===== src/design/tccp_pkg.sv =====
// shared constants and types of the timer with capture, compare and pwm channels
package tccp_pkg;
    localparam int TCCP_NCH = 3;
    localparam int TCCP_AW = 8;
    localparam int TCCP_DW = 32;
    localparam int TCCP_NEV = TCCP_NCH + 1;
    // ------------------------------------------------------------
    // register offsets
    // ------------------------------------------------------------
    localparam logic [7:0] TCCP_OFS_CTRL = 8'h00;
    localparam logic [7:0] TCCP_OFS_TOP = 8'h04;
    localparam logic [7:0] TCCP_OFS_CNT = 8'h08;
    localparam logic [7:0] TCCP_OFS_STS = 8'h0c;
    localparam logic [7:0] TCCP_OFS_IEN = 8'h10;
    localparam logic [7:0] TCCP_OFS_DT = 8'h14;
    localparam logic [7:0] TCCP_OFS_CH_BASE = 8'h20;
    localparam logic [7:0] TCCP_OFS_CH_STRIDE = 8'h10;
    localparam logic [7:0] TCCP_OFS_CH_CFG = 8'h00;
    localparam logic [7:0] TCCP_OFS_CH_CCV = 8'h04;
    // ------------------------------------------------------------
    // field positions
    // ------------------------------------------------------------
    localparam int TCCP_CTRL_EN = 0;
    localparam int TCCP_CTRL_EVSRC = 1;
    localparam int TCCP_CFG_MODE = 0;
    localparam int TCCP_CFG_EDGE = 2;
    localparam int TCCP_CFG_ACT = 4;
    localparam int TCCP_CFG_W = 6;
    localparam int TCCP_DT_LEN = 0;
    localparam int TCCP_DT_LEN_W = 8;
    localparam int TCCP_DT_EN = 8;
    localparam int TCCP_STS_WRAP = 0;
    // ------------------------------------------------------------
    // reset values and widths
    // ------------------------------------------------------------
    localparam logic [31:0] TCCP_RST_TOP = 32'hffffffff;
    localparam logic [31:0] TCCP_MASK16 = 32'h0000ffff;
    localparam logic [7:0] TCCP_RST_DT_LEN = 8'h00;
    typedef enum logic [1:0] {
        TCCP_MODE_OFF,
        TCCP_MODE_CAP,
        TCCP_MODE_CMP,
        TCCP_MODE_PWM
    } tccp_mode_t;
    typedef enum logic [1:0] {
        TCCP_ACT_NONE,
        TCCP_ACT_SET,
        TCCP_ACT_CLR,
        TCCP_ACT_TGL
    } tccp_act_t;
endpackage : tccp_pkg


===== src/design/tccp_timer.sv =====
// timer/counter with capture, compare and pwm channels and dead-time
`timescale 1ns/1ps
`default_nettype none
// Summary of operation
// - counter is 16 or 32 bits wide, fixed per instance.
// - three channels, each off or in capture, compare or pwm mode.
// - capture copies counter into channel value register ccv on selected input edge.
// - compare mode drives channel output from counter versus threshold match.
// - pwm output follows successive compare values, reloaded at period wrap.
// - optional dead-time gap between complementary pwm transitions.
// - wrap and channel events pulse trigger lines into the event network.
// - counter counts clock ticks or external event pulses.
module tccp_timer #(
    parameter bit WIDE32 = 1'b1,
    parameter bit HAS_DTI = 1'b1
) (
    input wire logic clk_sys,
    input wire logic rst_n,
    input wire logic [tccp_pkg::TCCP_AW-1:0] addr,
    input wire logic [tccp_pkg::TCCP_DW-1:0] wdata,
    input wire logic wr_en,
    input wire logic rd_en,
    output logic [tccp_pkg::TCCP_DW-1:0] rdata,
    input wire logic cnt_evt_in,
    input wire logic [tccp_pkg::TCCP_NCH-1:0] cap_in,
    output logic [tccp_pkg::TCCP_NCH-1:0] cc_out_p,
    output logic [tccp_pkg::TCCP_NCH-1:0] cc_out_n,
    output logic [tccp_pkg::TCCP_NEV-1:0] peripheral_event_network,
    output logic irq
);
    import tccp_pkg::*;

    typedef struct packed {
        logic en;
        logic evsrc;
        logic [31:0] top;
        logic [31:0] cnt;
        logic [TCCP_NEV-1:0] sts;
        logic [TCCP_NEV-1:0] ien;
        logic dt_en;
        logic [TCCP_DT_LEN_W-1:0] dt_len;
        logic [TCCP_NCH-1:0][TCCP_CFG_W-1:0] cfg;
        logic [TCCP_NCH-1:0][31:0] ccv;
        logic [TCCP_NCH-1:0][31:0] ccb;
        logic [TCCP_NCH-1:0] out;
        logic [TCCP_NCH-1:0] cap_q;
        logic [TCCP_NEV-1:0] ev;
        logic [31:0] rdata;
    } tccp_state_t;

    tccp_state_t st_ff;
    tccp_state_t nxt_st;
    logic [31:0] cnt_mask;
    logic [31:0] top_eff;
    logic tick;
    logic wrap;

    // ------------------------------------------------------------
    // counter width and tick source
    // ------------------------------------------------------------
    // width fixed per instance
    assign cnt_mask = WIDE32 ? '1 : TCCP_MASK16;
    assign top_eff = st_ff.top & cnt_mask;
    assign tick = st_ff.en && (st_ff.evsrc ? cnt_evt_in : 1'b1);
    assign wrap = tick && (st_ff.cnt == top_eff);

    // ------------------------------------------------------------
    // next state
    // ------------------------------------------------------------
    always_comb begin
        logic [7:0] ch_base;
        tccp_mode_t mode;
        tccp_act_t act;
        logic rise;
        logic fall;
        logic hit;
        logic match;
        ch_base = '0;
        mode = TCCP_MODE_OFF;
        act = TCCP_ACT_NONE;
        rise = 1'b0;
        fall = 1'b0;
        hit = 1'b0;
        match = 1'b0;
        nxt_st = st_ff;
        nxt_st.ev = '0;
        nxt_st.rdata = '0;

        // register reads, data one cycle later
        if (rd_en) begin
            unique case (addr)
                TCCP_OFS_CTRL: begin
                    nxt_st.rdata[TCCP_CTRL_EN] = st_ff.en;
                    nxt_st.rdata[TCCP_CTRL_EVSRC] = st_ff.evsrc;
                end
                TCCP_OFS_TOP: nxt_st.rdata = top_eff;
                TCCP_OFS_CNT: nxt_st.rdata = st_ff.cnt;
                TCCP_OFS_STS: begin
                    nxt_st.rdata[TCCP_NEV-1:0] = st_ff.sts;
                    nxt_st.sts = '0;
                end
                TCCP_OFS_IEN: nxt_st.rdata[TCCP_NEV-1:0] = st_ff.ien;
                TCCP_OFS_DT: begin
                    nxt_st.rdata[TCCP_DT_LEN +: TCCP_DT_LEN_W] = st_ff.dt_len;
                    nxt_st.rdata[TCCP_DT_EN] = st_ff.dt_en;
                end
                default: begin
                    for (int i = 0; i < TCCP_NCH; i++) begin
                        ch_base = TCCP_OFS_CH_BASE + 8'(i) * TCCP_OFS_CH_STRIDE;
                        if (addr == ch_base + TCCP_OFS_CH_CFG) begin
                            nxt_st.rdata[TCCP_CFG_W-1:0] = st_ff.cfg[i];
                        end
                        if (addr == ch_base + TCCP_OFS_CH_CCV) begin
                            nxt_st.rdata = st_ff.ccv[i];
                        end
                    end
                end
            endcase
        end

        // register writes
        if (wr_en) begin
            unique case (addr)
                TCCP_OFS_CTRL: begin
                    nxt_st.en = wdata[TCCP_CTRL_EN];
                    nxt_st.evsrc = wdata[TCCP_CTRL_EVSRC];
                end
                TCCP_OFS_TOP: nxt_st.top = wdata & cnt_mask;
                TCCP_OFS_CNT: nxt_st.cnt = wdata & cnt_mask;
                TCCP_OFS_IEN: nxt_st.ien = wdata[TCCP_NEV-1:0];
                TCCP_OFS_DT: begin
                    nxt_st.dt_len = wdata[TCCP_DT_LEN +: TCCP_DT_LEN_W];
                    nxt_st.dt_en = wdata[TCCP_DT_EN] & HAS_DTI;
                end
                default: begin
                    for (int i = 0; i < TCCP_NCH; i++) begin
                        ch_base = TCCP_OFS_CH_BASE + 8'(i) * TCCP_OFS_CH_STRIDE;
                        if (addr == ch_base + TCCP_OFS_CH_CFG) begin
                            nxt_st.cfg[i] = wdata[TCCP_CFG_W-1:0];
                        end
                        if (addr == ch_base + TCCP_OFS_CH_CCV) begin
                            nxt_st.ccb[i] = wdata & cnt_mask;
                            if (tccp_mode_t'(st_ff.cfg[i][TCCP_CFG_MODE +: 2])
                                    != TCCP_MODE_PWM) begin
                                nxt_st.ccv[i] = wdata & cnt_mask;
                            end
                        end
                    end
                end
            endcase
        end

        if (tick && !(wr_en && addr == TCCP_OFS_CNT)) begin
            nxt_st.cnt = wrap ? '0 : (st_ff.cnt + 32'h1) & cnt_mask;
        end
        if (wrap) begin
            nxt_st.ev[TCCP_STS_WRAP] = 1'b1;
        end

        for (int i = 0; i < TCCP_NCH; i++) begin
            mode = tccp_mode_t'(st_ff.cfg[i][TCCP_CFG_MODE +: 2]);
            act = tccp_act_t'(st_ff.cfg[i][TCCP_CFG_ACT +: 2]);
            rise = cap_in[i] && !st_ff.cap_q[i];
            fall = !cap_in[i] && st_ff.cap_q[i];
            hit = (st_ff.cfg[i][TCCP_CFG_EDGE +: 2] & {fall, rise}) != 2'b00;
            match = tick && (st_ff.cnt == st_ff.ccv[i]);
            nxt_st.cap_q[i] = cap_in[i];
            unique case (mode)
                TCCP_MODE_OFF: nxt_st.out[i] = 1'b0;
                TCCP_MODE_CAP: begin
                    if (hit) begin
                        nxt_st.ccv[i] = st_ff.cnt;
                        nxt_st.ev[i+1] = 1'b1;
                    end
                end
                TCCP_MODE_CMP: begin
                    if (match) begin
                        nxt_st.ev[i+1] = 1'b1;
                        unique case (act)
                            TCCP_ACT_NONE: nxt_st.out[i] = st_ff.out[i];
                            TCCP_ACT_SET: nxt_st.out[i] = 1'b1;
                            TCCP_ACT_CLR: nxt_st.out[i] = 1'b0;
                            TCCP_ACT_TGL: nxt_st.out[i] = !st_ff.out[i];
                        endcase
                    end
                end
                TCCP_MODE_PWM: begin
                    if (wrap) begin
                        nxt_st.ccv[i] = st_ff.ccb[i];
                    end
                    if (match) begin
                        nxt_st.ev[i+1] = 1'b1;
                    end
                    nxt_st.out[i] = nxt_st.cnt < nxt_st.ccv[i];
                end
            endcase
        end

        // status set wins over read clear
        nxt_st.sts = nxt_st.sts | nxt_st.ev;
    end

    always_ff @(posedge clk_sys) begin
        if (!rst_n) begin
            st_ff <= '0;
            st_ff.top <= TCCP_RST_TOP;
            st_ff.dt_len <= TCCP_RST_DT_LEN;
        end else begin
            st_ff <= nxt_st;
        end
    end

    assign rdata = st_ff.rdata;
    assign irq = |(st_ff.sts & st_ff.ien);
    assign peripheral_event_network = st_ff.ev;

    // ------------------------------------------------------------
    // dead-time per channel
    // ------------------------------------------------------------
    // complementary pair with gap
    for (genvar g = 0; g < TCCP_NCH; g++) begin : g_dt
        tccp_deadtime u_dt (
            .clk_sys(clk_sys),
            .rst_n(rst_n),
            .dt_en(st_ff.dt_en),
            .dt_len(st_ff.dt_len),
            .pwm_in(st_ff.out[g]),
            .out_p(cc_out_p[g]),
            .out_n(cc_out_n[g])
        );
    end
endmodule : tccp_timer
`default_nettype wire


===== src/design/tccp_deadtime.sv =====
// dead-time gap between the complementary pair of one pwm channel
`timescale 1ns/1ps
`default_nettype none
module tccp_deadtime (
    input wire logic clk_sys,
    input wire logic rst_n,
    input wire logic dt_en,
    input wire logic [tccp_pkg::TCCP_DT_LEN_W-1:0] dt_len,
    input wire logic pwm_in,
    output logic out_p,
    output logic out_n
);
    import tccp_pkg::*;

    typedef struct packed {
        logic lvl;
        logic [TCCP_DT_LEN_W-1:0] gap;
        logic p;
        logic n;
    } tccp_dt_state_t;

    tccp_dt_state_t st_ff;
    tccp_dt_state_t nxt_st;

    // ------------------------------------------------------------
    // gap counter
    // ------------------------------------------------------------
    always_comb begin
        nxt_st = st_ff;
        nxt_st.lvl = pwm_in;
        if (!dt_en) begin
            nxt_st.gap = '0;
            nxt_st.p = pwm_in;
            nxt_st.n = ~pwm_in;
        end else if (pwm_in != st_ff.lvl) begin
            nxt_st.gap = dt_len;
            nxt_st.p = 1'b0;
            nxt_st.n = 1'b0;
        end else if (st_ff.gap != '0) begin
            nxt_st.gap = st_ff.gap - 1'b1;
        end else begin
            nxt_st.p = st_ff.lvl;
            nxt_st.n = ~st_ff.lvl;
        end
    end

    always_ff @(posedge clk_sys) begin
        if (!rst_n) begin
            st_ff <= '0;
        end else begin
            st_ff <= nxt_st;
        end
    end

    assign out_p = st_ff.p;
    assign out_n = st_ff.n;
endmodule : tccp_deadtime
`default_nettype wire


===== config.mk =====
export PLATFORM = sky130hd
export DESIGN_NAME = tccp_timer
export DESIGN_NICKNAME = d
export VERILOG_FILES = /design/src/design/tccp_pkg.sv /design/src/design/tccp_timer.sv /design/src/design/tccp_deadtime.sv
export SDC_FILE = /design/constraint.sdc
export NUM_CORES = 1
export LEC_CHECK = 0
export BUFFER_PORTS_ARGS = -buffer_cell sky130_fd_sc_hd__buf_2
export CAP_MARGIN = 20
export CORE_UTILIZATION = 38
export DETAILED_ROUTE_END_ITERATION = 10
export GPL_TIMING_DRIVEN = 0
export SLEW_MARGIN = 10
export SYNTH_ARGS = -nofsm -noshare
export SYNTH_HDL_FRONTEND = slang
export SYNTH_SLANG_ARGS = --single-unit
export TNS_END_PERCENT = 50

===== constraint.sdc =====
create_clock -name clk_sys -period 10.6 [get_ports clk_sys]
set_input_delay 2.12 -clock clk_sys [delete_from_list [all_inputs] [get_ports clk_sys]]
set_output_delay 2.12 -clock clk_sys [all_outputs]
set_load 0.02 [all_outputs]

Word-level counts from Yosys, hierarchy flattened. Cells that the tools add are included.

Bits in registers: 368. Bits in latches: 0. RAM bits: 0. Bits in read-only memories: 0. Input bits: 48. Output and inout bits: 43. Memories: 0.

Add/sub/neg operators: 4. Multiply operators: 0. Divide/modulo/power cells: 0. Order comparisons: 3. Equal/unequal tests: 48. Shifts and indexed selects: 0. Multiplexer cells: 71. Bitwise logic cells: 12. Reduce and logical (&&, ||, !) cells: 64.

Operator list (number): $mux 32 (25); $mux 192 (2); $pmux 32 s2 (3); $eq 32x32->1 (4); $lt 32x32->1 (3); $pmux 23 s3 (1); $add 32x1->32 const B (1); $eq 8x6->1 const B (4); $mux 10 (3); $reduce_and 3->1 (9); $eq 2x2->1 const B (12); $mux 8 (3); $pmux 2 s6 (2); $reduce_bool 8->1 (3); $sub 8x1->8 const B (3); $pmux 5 s4 (1); $mux 6 (3); $ne 2x2->1 const B (9); $pmux 1 s3 (6); $eq 8x4->1 const B (2); $eq 8x5->1 const B (2); $eq 8x7->1 const B (2); $logic_and 1x1->1 (13); $eq 2x1->1 const B (6); 21 further kinds (80).

Longest topological paths before layout.
Word-level depth: 9. Gate-level depth with buffers: 18. Gate-level depth less buffers: 16.

Hierarchy. Synthesis repeated with hierarchy kept, for this count alone.

Cell total of the unflattened synthesis: 2780. Area total of the unflattened synthesis: 21939.8 um^2.

Modules (own cells, without submodules): tccp_timer (instances 1, cells each 2564, area each 20149.3 um^2); tccp_deadtime (instances 3, cells each 72, area each 596.8 um^2).

Worst setup path before layout. OpenSTA, ideal clock, no wires.

Kind: in2reg. From: input port addr[4] (netlist bit). To: register st_ff[40] (netlist bit). Library setup time: 0.095 ns. Arrival time: 5.292 ns. Required time: 10.505 ns. Slack: 5.213 ns. Cell stages on the path: 16. Buffers on the path: 4. Cells stage by stage: buf_2 nor4_1 and4b_1 clkbuf_1 nand2_1 clkbuf_1 clkbuf_1 a21oi_1 ha_1 a2111oi_0 o21ai_0 o211ai_1 a31oi_1 a2111oi_0 nand2_1 o311ai_1.

RTL lines: start, declared (line tccp_timer.sv:19) `input wire logic [tccp_pkg::TCCP_AW-1:0] addr,`; end signal, assigned (line tccp_timer.sv:209) `st_ff <= nxt_st;`; end, declared (line tccp_timer.sv:51) `tccp_state_t st_ff;`.

==> run_results.csv <==
group,metric,value,unit
run_status,status,"finished with violations",
run_status,violations,"design-rule violations",
worst_setup_path,r2r-start,"st_ff[294]",
worst_setup_path,r2r_setup_slack,4.11,ns
worst_setup_path,critPathMaxFanout,10,
floorplanning,core,59130,um^2
sta,setup_slack,2.883,ns
finish,final_cells,3800,
detailed_routing,wl,102700,um
sta,fmax,129.6,MHz
logic_synthesis,syn_nets,3039,
floorplanning,die_height,246.9,um
flow_run,cap_violations,0,
floorplanning,die-area,60960,um^2
cts,clock_tree.root_cell,"clkbuf_16",
cts,tritoncts,"done",
pwr,power.density,120.8,nW/um^2
finish,area_delta_synth_final,11.99,%
sta,finalSetupTns,0,ns
global_routing,grt_usage,32.92,%
logic_synthesis,syn_area_per_cell,7.900,um^2
worst_setup_path,cp.arrival,8.24,ns
sta,finalSetupViolations,0,
min_path,hp-class,"register to register",
logic_synthesis,yosysTopAreaCell,"dfxtp_1",
worst_setup_path,cp.buffers_inverters,4,
min_path,whs_endpoint,"st_ff[43]",
pwr,ir_worst_vdd,0.0001058,V
sta,worst_slew_pin_slew,1.271,ns
worst_setup_path,required,11.12,ns
cts,cts_buffers,44,
cts,clock_sinks,368,
sta,hold_viol_final,0,
cts,clock_latency,0.62,ns
min_path,hold-path-cell-count,2,
detailed_routing,drtPass1Iterations,9,
detailed_routing,wire_per_inst,27.03,um
finish,final_common_cell,"nand2_1",
cts,clk_pin_slew_worst_paths,0.06,ns
logic_synthesis,ys_seq_area_share,32.32,%
sta,fin_crit,7.717,ns
worst_setup_path,worst_setup_path_end_kind,"register",
finish,layout_common_cells,"nand2_1 (498), dfxtp_1 (368), a21oi_1 (271), clkbuf_1 (197), nor2_1 (163)",
logic_synthesis,netlist_instances,2885,
worst_setup_path,path_class,"primary input to register",
logic_synthesis,syn_area,22790,um^2
logic_synthesis,ys_types,72,
cts,ctsLongestPathBuffers,3,
detailed_routing,detail-route-antenna-nets,0,
sta,rsz0062_at_grt,"no",
logic_synthesis,ys_async_sr_fraction,0,%
cts,cts_setup_buffers,0,
placement,dp_slack,2.623,ns
detailed_routing,drc,24,
placement,io_buffers,61,
worst_setup_path,crit_family,"compound AO/OA/AOI/OAI gates",
worst_setup_path,startpoint_type,"primary input",
finish,fin_nets,3148,
detailed_routing,vias,22780,
logic_synthesis,synth.top_cell.area_share,32.32,%
sta,final_max_slew_viol_count,0,
sta,slew_headroom,13.10,%
global_routing,grt_max_degree,14,
worst_setup_path,reg2reg_to,"st_ff[39]",
logic_synthesis,ys.flop_type,"dfxtp_1",
worst_setup_path,cpMostUsedCell,"clkbuf_1",
global_routing,grt_pass1_wl,144400,um
floorplanning,die_w,246.9,um
floorplanning,ios,91,
worst_setup_path,cp_cell_sequence,"buf_2 > nor4_1 > and4b_1 > clkbuf_1 > nand2_1 > clkbuf_1 > clkbuf_1 > a21oi_1 > ha_1 > a2111oi_0 > o21ai_0 > o211ai_1 > a31oi_1 > a2111oi_0 > nand2_1 > o311ai_1",
cts,holdBufCountCts,0,
detailed_routing,via_per_inst,5.995,
logic_synthesis,yosys-top-cells-area,"dfxtp_1 (32%), nand2_1 (8.2%), a21oi_1 (6.0%), ha_1 (5.8%), mux2i_1 (5.7%)",
worst_setup_path,worstSetupStartpoint,"addr[4]",
placement,gp_congestion,0.9993,
min_path,hold_path_startpoint,"st_ff[43]",
floorplanning,rows,89,
cts,ctsHtreeMaxLevel,2,
logic_synthesis,ys_ff_latch,368,
logic_synthesis,ys_warn_count,0,
global_routing,grt_pass1_vias,20640,
global_routing,overflow,0,
worst_setup_path,slowest_delay,1.01,ns
pwr,p_leak,9.756,nW
floorplanning,start_util,38.55,%
finish,drive_above_1_share,10.87,%
sta,fin_skew,0.02923,ns
sta,min_period_over_period,72.80,%
detailed_routing,drtIter0Drc,2814,
global_routing,antenna_found_initial,0,
worst_setup_path,r2r_cells,18,
logic_synthesis,synth_edf_count,0,
placement,dp_hpwl,80170,um
cts,cts-resized-gates,0,
placement,placed_cells,3721,
worst_setup_path,slowest_stage,"a2111oi_0",
[synth_stat cells (7+ instances only)]
cell type,count
a211oi_1,24
and3_1,17
buf_2,34
a22oi_1,35
o221ai_1,62
buf_4,43
nor4_1,27
nand3_1,92
a221oi_1,8
a31oi_1,59
nor4b_1,9
o211ai_1,11
and4_1,9
a222oi_1,10
ha_1,106
o21a_1,7
inv_1,97
or2_1,29
a311oi_1,7
o21ai_0,47
xnor2_1,119
nor3_1,30
nor2_1,163
nand4_1,53
mux2_2,96
a21oi_1,271
a21o_1,15
xor2_1,26
dfxtp_1,368
mux2i_1,130
buf_1,15
nand2_1,498
clkbuf_1,193
and2_1,77
[through the flow]
step | hold WS (ns) | util (%) | power, mW | instance area (um^2)
2_1_floorplan | 0.4338 | - | 1.490 | 22790
3_3_place_gp | 0.4429 | 40.70 | 1.562 | 24060
3_5_place_dp | 0.4463 | 40.72 | 1.562 | 24080
4_1_cts | 0.4538 | 43.16 | 3.083 | 25520
5_1_grt | 0.4663 | 43.16 | 3.156 | 25520
6_report | 0.4531 | 43.17 | 3.084 | 25520
[worst register-to-register path, cell delays in order (launching register included)]
cell,delay (ns)
dfxtp_1,0.30
clkbuf_1,0.41
xnor2_1,0.20
nand4_1,0.25
nor3_2,0.73
nand3_2,0.26
buf_2,0.39
buf_2,0.34
and4_1,0.26
a21oi_1,0.22
a21oi_1,0.31
ha_1,0.32
a2111oi_0,0.37
o21ai_0,0.15
o211ai_1,0.12
a31oi_1,0.13
a2111oi_0,1.01
nand2_1,0.32
o311ai_1,0.31
[registers in the layout (all words and copies together), names as in the netlist]
signal / count
g_dt.u_dt.out_p: 3
top_eff: 32
g_dt.u_dt.out_n: 3
g_dt.u_dt.st_ff: 27
st_ff: 267
rdata: 32
peripheral_event_network: 4
[layout make-up]
class	count	area, um^2
flip-flops and latches	368	7367
clock inverters	20	187.7
diodes	1	2.502
fillers	6164	33610
well taps	773	967.2
repair buffers	63	316.6
multi-input cells	2132	13770
plain buffers	287	1296
clock buffers	58	1254
inverters	98	367.9
[routing by layer]
| layer | vias up | global-route usage, % | share of wire, % |
|---|---|---|---|
| li1 | 10320 | - | - |
| met1 | 10850 | 43.59 | 41 |
| met2 | 1294 | 50.64 | 43 |
| met3 | 313 | 4.982 | 8.8 |
| met4 | 0 | 19.01 | 6.6 |
| met5 | - | 0 | 0 |
[how the worst max path moves through the flow]
stage	end	slack, ns	depth (start not counted)
after CTS	st_ff[39]	3.21	16
after detailed placement	st_ff[39]	2.62	16
final	st_ff[39]	2.88	16
after global routing	st_ff[39]	2.91	16
after global placement	st_ff[40]	2.41	16
after floorplan	st_ff[40]	5.21	16
[power by group]
part	switching (mW)	internal, mW	total, mW
clock network	0.664	0.884	1.55
registers	0.00280	1.39	1.39
logic	0.116	0.0318	0.148
total	0.783	2.30	3.08
[cell families (layout without fill, tap and decap cells)]
family | after synthesis | count (layout) | share of synthesized area, %
simple gates | 1054 | 1054 | 21.81
compound gates | 600 | 600 | 16.66
buf+inv | 385 | 526 | 7.301
flops | 368 | 368 | 32.32
mux | 227 | 227 | 10.52
xor+xnor | 145 | 145 | 5.572
fa+ha+maj | 106 | 106 | 5.819
other cells | 0 | 1 | 0
(Power assumes the default switching activity.)
